$ cat src/design/aocm_pkg.sv
// constants, register map and field layout of the calibration block
package aocm_pkg;
	localparam int unsigned DATA_W   = 24;
	localparam int unsigned GAIN_W   = 16;
	localparam int unsigned AXI_AW   = 8;
	localparam int unsigned AXI_DW   = 32;
	localparam int unsigned BYTE_W   = 8;
	localparam int unsigned WORD_SH  = 2;

	// register indices; byte address is four times the index
	localparam logic [5:0] IDX_STATUS   = 6'h00;
	localparam logic [5:0] IDX_CONFIG   = 6'h01;
	localparam logic [5:0] IDX_OFS_LOW  = 6'h02;
	localparam logic [5:0] IDX_OFS_MID  = 6'h03;
	localparam logic [5:0] IDX_OFS_HIGH = 6'h04;
	localparam logic [5:0] IDX_GAIN_LOW = 6'h05;
	localparam logic [5:0] IDX_GAIN_HI  = 6'h06;
	localparam logic [5:0] IDX_RESULT   = 6'h07;

	// configuration and status fields
	localparam int unsigned CFG_OFS_EN_BIT  = 5;
	localparam int unsigned CFG_GAIN_EN_BIT = 4;
	localparam int unsigned ST_RANGE_BIT    = 0;
	localparam int unsigned ST_SPI_BIT      = 1;
	localparam int unsigned ST_HIRES_BIT    = 2;
	localparam int unsigned ST_CLK_OK_BIT   = 3;

	// reset values: neutral correction
	localparam logic [7:0]        CONFIG_RST = 8'h00;
	localparam logic [DATA_W-1:0] OFS_RST    = 24'h000000;
	localparam logic [GAIN_W-1:0] GAIN_RST   = 16'h8000;
	localparam logic [GAIN_W-1:0] GAIN_UNITY = 16'h8000;
	localparam int unsigned       GAIN_SHIFT = 15;

	localparam logic [DATA_W-1:0] SAT_POS = 24'h7FFFFF;
	localparam logic [DATA_W-1:0] SAT_NEG = 24'h800000;

	localparam logic [1:0] RESP_OKAY   = 2'h0;
	localparam logic [1:0] RESP_SLVERR = 2'h2;

	// clock figures in hertz
	localparam longint CLK_HZ      = 20_000_000;
	localparam longint CLK_MIN_HZ  = 100_000;
	localparam longint HIRES_MAX_HZ = 17_600_000;
	localparam longint LOWPWR_MAX_HZ = 8_800_000;
endpackage

$ cat src/design/aocm_top.sv
// offset/gain correction, clipping, out-of-range flag and register slave
// Function
// - subtract offset, multiply gain, divide 8000h
// - saturate corrected result to 24-bit signed
// - offset word from bytes 02h,03h,04h
// - offset two's complement; zero means unchanged
// - gain word from bytes 05h and 06h
// - gain 8000h unity, 0000h gives zero
// - offset applied only when config bit5 set
// - gain applied only when config bit4 set
// - correction path only in SPI interface mode
// - no self-calibration; host values only
// - out-of-range flag accompanies each affected result
// - flag from comparator, no filter latency
// - filter clocked directly, no prescaler
// - data rate scales with clock, min 100kHz
// - high pin hi-res 17.6MHz, low 8.8MHz
// - format pin low SPI, high frame-sync
module aocm_top
	import aocm_pkg::*;
(
	input  wire logic                        aclk,
	input  wire logic                        aresetn,
	input  wire logic [aocm_pkg::AXI_AW-1:0] s_axi_awaddr,
	input  wire logic                        s_axi_awvalid,
	output logic                             s_axi_awready,
	input  wire logic [aocm_pkg::AXI_DW-1:0] s_axi_wdata,
	input  wire logic [3:0]                  s_axi_wstrb,
	input  wire logic                        s_axi_wvalid,
	output logic                             s_axi_wready,
	output logic [1:0]                       s_axi_bresp,
	output logic                             s_axi_bvalid,
	input  wire logic                        s_axi_bready,
	input  wire logic [aocm_pkg::AXI_AW-1:0] s_axi_araddr,
	input  wire logic                        s_axi_arvalid,
	output logic                             s_axi_arready,
	output logic [aocm_pkg::AXI_DW-1:0]      s_axi_rdata,
	output logic [1:0]                       s_axi_rresp,
	output logic                             s_axi_rvalid,
	input  wire logic                        s_axi_rready,
	input  wire logic [aocm_pkg::DATA_W-1:0] filt_data,
	input  wire logic                        filt_valid,
	input  wire logic                        input_over_range,
	input  wire logic                        resolution_mode_select,
	input  wire logic                        format_select,
	output logic [aocm_pkg::DATA_W-1:0]      out_data,
	output logic                             out_valid,
	output logic                             input_out_of_range_flag,
	output logic                             high_res_mode,
	output logic                             clk_in_range
);
	import aocm_pkg::*;

	// control registers
	logic [7:0]        config_reg;
	logic [BYTE_W-1:0] offset_corr_low_byte;
	logic [BYTE_W-1:0] offset_corr_mid_byte;
	logic [BYTE_W-1:0] offset_corr_high_byte;
	logic [BYTE_W-1:0] gain_corr_low_byte;
	logic [BYTE_W-1:0] gain_corr_high_byte;
	logic [DATA_W-1:0] offset_correction_word;
	logic [GAIN_W-1:0] gain_correction_word;

	// write channel holding
	logic              aw_held;
	logic              w_held;
	logic [5:0]        aw_idx;
	logic [AXI_DW-1:0] w_data;
	logic [3:0]        w_strb;
	logic              do_write;
	logic              wr_mapped;

	// offset and gain words are only what software wrote
	assign offset_correction_word = {offset_corr_high_byte, offset_corr_mid_byte,
		offset_corr_low_byte};
	assign gain_correction_word = {gain_corr_high_byte, gain_corr_low_byte};

	assign do_write = aw_held && w_held && !s_axi_bvalid;
	assign wr_mapped = (aw_idx >= IDX_CONFIG) && (aw_idx <= IDX_GAIN_HI);

	// address and data accepted independently
	always_ff @(posedge aclk) begin
		if (!aresetn) begin
			aw_held       <= 1'b0;
			aw_idx        <= 6'h00;
			s_axi_awready <= 1'b0;
		end else begin
			s_axi_awready <= !aw_held && !s_axi_awready && !s_axi_bvalid;
			if (s_axi_awvalid && s_axi_awready) begin
				aw_held <= 1'b1;
				aw_idx  <= s_axi_awaddr[WORD_SH+5:WORD_SH];
			end else if (do_write) begin
				aw_held <= 1'b0;
			end
		end
	end

	always_ff @(posedge aclk) begin
		if (!aresetn) begin
			w_held       <= 1'b0;
			w_data       <= '0;
			w_strb       <= 4'h0;
			s_axi_wready <= 1'b0;
		end else begin
			s_axi_wready <= !w_held && !s_axi_wready && !s_axi_bvalid;
			if (s_axi_wvalid && s_axi_wready) begin
				w_held <= 1'b1;
				w_data <= s_axi_wdata;
				w_strb <= s_axi_wstrb;
			end else if (do_write) begin
				w_held <= 1'b0;
			end
		end
	end

	// write response
	always_ff @(posedge aclk) begin
		if (!aresetn) begin
			s_axi_bvalid <= 1'b0;
			s_axi_bresp  <= RESP_OKAY;
		end else if (do_write) begin
			s_axi_bvalid <= 1'b1;
			s_axi_bresp  <= wr_mapped ? RESP_OKAY : RESP_SLVERR;
		end else if (s_axi_bready) begin
			s_axi_bvalid <= 1'b0;
		end
	end

	// register storage, byte lane 0 carries each 8-bit register
	always_ff @(posedge aclk) begin
		if (!aresetn) begin
			config_reg            <= CONFIG_RST;
			offset_corr_low_byte  <= OFS_RST[7:0];
			offset_corr_mid_byte  <= OFS_RST[15:8];
			offset_corr_high_byte <= OFS_RST[23:16];
			gain_corr_low_byte    <= GAIN_RST[7:0];
			gain_corr_high_byte   <= GAIN_RST[15:8];
		end else if (do_write && w_strb[0]) begin
			case (aw_idx)
				IDX_CONFIG:   config_reg            <= w_data[7:0];
				IDX_OFS_LOW:  offset_corr_low_byte  <= w_data[7:0];
				IDX_OFS_MID:  offset_corr_mid_byte  <= w_data[7:0];
				IDX_OFS_HIGH: offset_corr_high_byte <= w_data[7:0];
				IDX_GAIN_LOW: gain_corr_low_byte    <= w_data[7:0];
				IDX_GAIN_HI:  gain_corr_high_byte   <= w_data[7:0];
				default: begin
				end
			endcase
		end
	end

	// correction datapath
	logic                     spi_mode;
	logic                     ofs_active;
	logic                     gain_active;
	logic signed [DATA_W:0]   diff;
	logic signed [DATA_W:0]   next_diff;
	logic                     diff_valid;
	logic                     diff_range;
	logic                     range_acc;
	logic [GAIN_W-1:0]        gain_used;
	logic [GAIN_W-1:0]        diff_gain;
	logic signed [DATA_W+GAIN_W+1:0] product;
	logic signed [DATA_W+GAIN_W+1:0] scaled;
	logic [DATA_W-1:0]        next_out;
	logic                     last_range;

	assign spi_mode    = !format_select;
	assign ofs_active  = config_reg[CFG_OFS_EN_BIT] && spi_mode;
	assign gain_active = config_reg[CFG_GAIN_EN_BIT] && spi_mode;

	// two's complement offset, zero word subtracts nothing
	assign next_diff = ofs_active
		? $signed({filt_data[DATA_W-1], filt_data})
			- $signed({offset_correction_word[DATA_W-1], offset_correction_word})
		: $signed({filt_data[DATA_W-1], filt_data});

	// gain word as unsigned fraction of 8000h
	assign gain_used = gain_active ? gain_correction_word : GAIN_UNITY;
	assign product = diff * $signed({1'b0, diff_gain});
	assign scaled  = product >>> GAIN_SHIFT;

	// clip to 24-bit signed range
	always_comb begin
		if (scaled > $signed({{(GAIN_W+2){1'b0}}, SAT_POS})) begin
			next_out = SAT_POS;
		end else if (scaled < $signed({{(GAIN_W+2){1'b1}}, SAT_NEG})) begin
			next_out = SAT_NEG;
		end else begin
			next_out = scaled[DATA_W-1:0];
		end
	end

	// comparator events since the last result, set wins over clear
	always_ff @(posedge aclk) begin
		if (!aresetn) begin
			range_acc <= 1'b0;
		end else if (filt_valid) begin
			range_acc <= input_over_range;
		end else begin
			range_acc <= range_acc | input_over_range;
		end
	end

	// first stage: offset, gain word frozen with its sample; runs on aclk, no divider
	always_ff @(posedge aclk) begin
		if (!aresetn) begin
			diff       <= '0;
			diff_gain  <= GAIN_UNITY;
			diff_valid <= 1'b0;
			diff_range <= 1'b0;
		end else begin
			diff_valid <= filt_valid;
			if (filt_valid) begin
				diff       <= next_diff;
				diff_gain  <= gain_used;
				diff_range <= range_acc | input_over_range;
			end
		end
	end

	// second stage: gain, clip, present
	always_ff @(posedge aclk) begin
		if (!aresetn) begin
			out_data                <= '0;
			out_valid               <= 1'b0;
			input_out_of_range_flag <= 1'b0;
			last_range              <= 1'b0;
		end else begin
			out_valid <= diff_valid;
			if (diff_valid) begin
				out_data                <= next_out;
				input_out_of_range_flag <= diff_range;
				last_range              <= diff_range;
			end
		end
	end

	// operating mode and clock limit from the mode pin
	always_ff @(posedge aclk) begin
		if (!aresetn) begin
			high_res_mode <= 1'b0;
			clk_in_range  <= 1'b0;
		end else begin
			high_res_mode <= resolution_mode_select;
			clk_in_range  <= (CLK_HZ >= CLK_MIN_HZ) && (resolution_mode_select
				? (CLK_HZ <= HIRES_MAX_HZ) : (CLK_HZ <= LOWPWR_MAX_HZ));
		end
	end

	// read channel
	logic [5:0]        ar_idx;
	logic [AXI_DW-1:0] next_rdata;
	logic              rd_mapped;

	assign ar_idx = s_axi_araddr[WORD_SH+5:WORD_SH];

	always_comb begin
		next_rdata = '0;
		rd_mapped  = 1'b1;
		case (ar_idx)
			IDX_STATUS: begin
				next_rdata[ST_RANGE_BIT]  = last_range;
				next_rdata[ST_SPI_BIT]    = spi_mode;
				next_rdata[ST_HIRES_BIT]  = high_res_mode;
				next_rdata[ST_CLK_OK_BIT] = clk_in_range;
			end
			IDX_CONFIG:   next_rdata[7:0] = config_reg;
			IDX_OFS_LOW:  next_rdata[7:0] = offset_corr_low_byte;
			IDX_OFS_MID:  next_rdata[7:0] = offset_corr_mid_byte;
			IDX_OFS_HIGH: next_rdata[7:0] = offset_corr_high_byte;
			IDX_GAIN_LOW: next_rdata[7:0] = gain_corr_low_byte;
			IDX_GAIN_HI:  next_rdata[7:0] = gain_corr_high_byte;
			IDX_RESULT:   next_rdata[DATA_W-1:0] = out_data;
			default:      rd_mapped = 1'b0;
		endcase
	end

	always_ff @(posedge aclk) begin
		if (!aresetn) begin
			s_axi_arready <= 1'b0;
			s_axi_rvalid  <= 1'b0;
			s_axi_rdata   <= '0;
			s_axi_rresp   <= RESP_OKAY;
		end else begin
			s_axi_arready <= !s_axi_arready && !s_axi_rvalid && !s_axi_arvalid
				? 1'b1 : (!s_axi_rvalid && !s_axi_arready);
			if (s_axi_arvalid && s_axi_arready) begin
				s_axi_arready <= 1'b0;
				s_axi_rvalid  <= 1'b1;
				s_axi_rdata   <= next_rdata;
				s_axi_rresp   <= rd_mapped ? RESP_OKAY : RESP_SLVERR;
			end else if (s_axi_rvalid && s_axi_rready) begin
				s_axi_rvalid <= 1'b0;
			end
		end
	end
endmodule

$ cat config.mk
export PLATFORM = sky130hd
export DESIGN_NAME = aocm_top
export DESIGN_NICKNAME = d
export VERILOG_FILES = /design/src/design/aocm_pkg.sv /design/src/design/aocm_top.sv
export SDC_FILE = /design/constraint.sdc
export NUM_CORES = 1
export LEC_CHECK = 0
export ABC_AREA = 1
export BUFFER_PORTS_ARGS = -buffer_cell sky130_fd_sc_hd__buf_4
export CORE_MARGIN = 1
export CORE_UTILIZATION = 53
export CTS_CLUSTER_SIZE = 14
export DETAILED_ROUTE_END_ITERATION = 6
export MAX_ROUTING_LAYER = met4
export PLACE_DENSITY_LB_ADDON = 0.2
export REMOVE_ABC_BUFFERS = 1
export SKIP_CTS_REPAIR_TIMING = 1
export SLEW_MARGIN = 20
export SYNTH_ARGS = -nofsm -noshare
export SYNTH_HDL_FRONTEND = slang
export SYNTH_SLANG_ARGS = --single-unit
$ cat constraint.sdc
create_clock -name aclk -period 5.9 [get_ports aclk]
set_input_delay 0.295 -clock aclk [delete_from_list [all_inputs] [get_ports aclk]]
set_output_delay 0.295 -clock aclk [all_outputs]
set_load 0.03 [all_outputs]
==> metrics.md <==
| Metric | Value |
|---|---|
| Largest register FFs | `25` |
| Post-synthesis cell area | `0.0233 mm2` |
| Layout cells sized above 1 | `16.6%` |
| Initial core utilization | `53.9%` |
| Pre-Repair DR Iteration Count | `5` |
| Post-synthesis cell count | `3162` |
| Worst Path Required | `6.26 ns` |
| Yosys warnings | `0` |
| Largest net degree at the start of global routing | `around 100` |
| I/O Buffers | `113` |
| Final setup fails | `23` |
| Clock period minus worst slack | `5.98 ns` |
| Worst-path clk slew | `0.08 ns` |
| Clock latency on the worst-skew pair | `0.48 ns` |
| Initial antenna violation count | `0` |
| Rows | `76` |
| Largest Register | `diff` |
| Fin area | `0.0277 mm2` |
| Fmax | `167 MHz` |
| TritonCTS clock tree | `yes` |
| I/O pin count | `156` |
| CP delay by family, top | `adder cells` |
| Commonest non-fill, non-tap cell in the layout | `inv_1` |
| Final setup margin | `-0.0847 ns` |
| Unique masters post-synth | `49` |
| CTS root buf | `clkbuf_16` |
| GPL Wtd Cong | `0.981` |
| Htree depth | `4` |
| Initial detailed-routing violation count | `1457` |
| Worst slew pin tran | `1.11 ns` |
| Final Cycle Share | `101%` |
| Slowest stage cell on the critical path | `fa_2` |
| Vias/cell | `5.22` |
| Crit-path most repeated cell | `fa_1` |
| Final #Nets | `3941` |
| DIE WIDTH | `212 um` |
| Largest stage delay, worst path | `around 0.57 ns` |
| Filler cell count | `3852` |
| Crit Path Max Fanout | `7` |
| Area taken by multi-input logic gates | `about 0.017 mm2` |
| Sequential area share after synthesis | `14.4%` |
| Rel. slew slack | `approximately 26%` |
| Drc violations | `0` |
| Clock sinks | `167` |
| Worst hold slack | `0.0558 ns` |
| Total die area | `0.0448 mm2` |
| Via count | `~21k` |
| Hold WC Path Type | `in -> reg` |
| PwrDens | `188 mW/mm2` |
| Largest registers | `diff: 25 flops, out_data: 24 flops, s_axi_rdata: 24 flops` |
| FF+latch area | `0.00337 mm2` |
| Crit path launch type | `register` |
| Slew Limit Fails | `0` |
| Number of global-route vias before repair | `20.9k` |
| Mapped Avg Cell Area | `7.36 um2` |
| Area Overhead vs Synth | `18.8%` |
| CTS buffer count | `17` |
| DR WL/cell | `17.2 um` |
| Final ANT Viol Nets | `0` |
| Max-cap viol count | `0` |
| Clock Path Buffers | `2` |
| Violated checks | `setup timing` |
| Worst vdd ir | `0.233 mV` |
| Leak pwr | `14.7 nW` |
| CP arrival | `6.35 ns` |
| Hpwl dp | `54500 um` |
| Global-route wire length before repair | `107000 um` |
| Outcome | `complete, but fails checks` |
| Area of the core | `about 0.043 mm2` |
| Grt ovf | `0` |
| Global-route usage over all layers | `a little under a third` |
| Dpl ws | `-0.283 ns` |
| Final Power | `5.21 mW` |
| Final WL | `about 68000 um` |
| CP Buf/Inv Count | `7` |
| Most frequent cells in the layout | `inv_1 (769), nand2_1 (751), fa_1 (378)` |
| WS Path Type | `reg -> reg` |
| Setup Skew | `0.0147 ns` |
| RSZ-0062 raised after global routing | `true` |
| Post-DP Area | `0.0259 mm2` |
| Worst Setup End Kind | `register` |
| Die Span Y | `212 um` |
| Core Util, Final | `64.1%` |
| Synth Register Bits | `167` |
| Final hold vios | `0` |
## path summary, 6_finish.rpt
kind              slack [ns]  cells past startpoint         start       endpoint
setup / recovery       -0.08                     26      diff[24]   out_data[11]
hold / removal          0.06                      4  s_axi_bready   s_axi_bvalid
setup reg to reg       -0.08                     26      diff[24]   out_data[11]
hold reg to reg         0.45                      1       aw_held  s_axi_awready
## area by class of cell
| cell class | instances | area share, % |
|---|---|---|
| Multi-Input combinational cell | 2066 | 62.2 |
| Sequential cell | 167 | 12.2 |
| Inverter | 781 | 10.6 |
| Timing Repair Buffer | 306 | 9.98 |
| Tap cell | 585 | 2.65 |
| Clock buffer | 17 | 1.54 |
| Clock inverter | 15 | 0.787 |
| Antenna cell | 1 | 0.00905 |
## synth_stat cells, drive strengths merged
cell type	count	area [um2]
buf	22	160
nand3b	5	37.5
inv	778	2920
nand2b	1	6.26
o221ai	1	8.76
dfxtp	167	3340
nor3	15	75.1
a22oi	7	52.6
a221oi	3	26.3
clkbuf	138	518
ha	125	1560
a211oi	8	60.1
and3	3	18.8
or2	5	31.3
xor2	20	175
a2111oi	1	8.76
a21oi	228	1220
o21ai	158	795
a31oi	3	18.8
conb	1	3.75
o21a	2	15.0
nor2	141	547
clkinv	3	11.3
o22ai	4	25.0
o211ai	12	90.1
and2	1	6.26
xnor2	13	114
o2111ai	4	35.0
fa	390	7810
a21boi	2	15.0
o21bai	10	75.1
a31o	1	8.76
nor4	4	25.0
nand2	808	3050
nand3	59	300
nand4	15	93.8
a21o	4	30.0
## per-layer routing
| metal | track usage, % | share of wire, % | vias to the layer above |
|---|---|---|---|
| met3 | 3.84 | 5.8 | 137 |
| met4 | 10.4 | 3.5 | 0 |
| met2 | 51.7 | 47 | 621 |
| met1 | 41.8 | 43 | 10100 |
| li1 | - | - | 9699 |
| met5 | - | 0 | - |
## power breakdown
group	switching, mW	leakage (nW)	total, mW	internal, mW
Combinational	1.60	13.0	2.73	1.12
Clock	0.590	0.310	1.21	0.623
Sequential	0.0780	1.37	1.27	1.19
Total	2.27	14.7	5.21	2.94
## cells by family after synthesis
kind of cell | count (synthesis) | share of synthesized area [%]
xor gates and xnor gates | 33 | 1.24
adders and majority gates | 515 | 40.2
DFF | 167 | 14.4
other | 1 | 0.0161
buffers and inverters | 941 | 15.5
AOI/OAI and AO/OA | 448 | 10.6
and+or+nand+nor | 1057 | 18.0
## stage by stage
step,TNS [ns],cells
after floorplan,-7.93,3012
after global placement,-3.07,3888
after detailed placement,-5.57,3888
after CTS,-6.40,3920
after global routing,-6.13,3937
final,-1.57,3938
## worst reg2reg max path: cells and delay by family, from the launching register on
family,cells,cell delay [ns]
DFF,1,0.39
and+or+nand+nor,11,1.15
adders and majority gates,7,3.35
AOI/OAI and AO/OA,1,0.05
buffers and inverters,7,0.92
(Power assumes the default switching activity.)
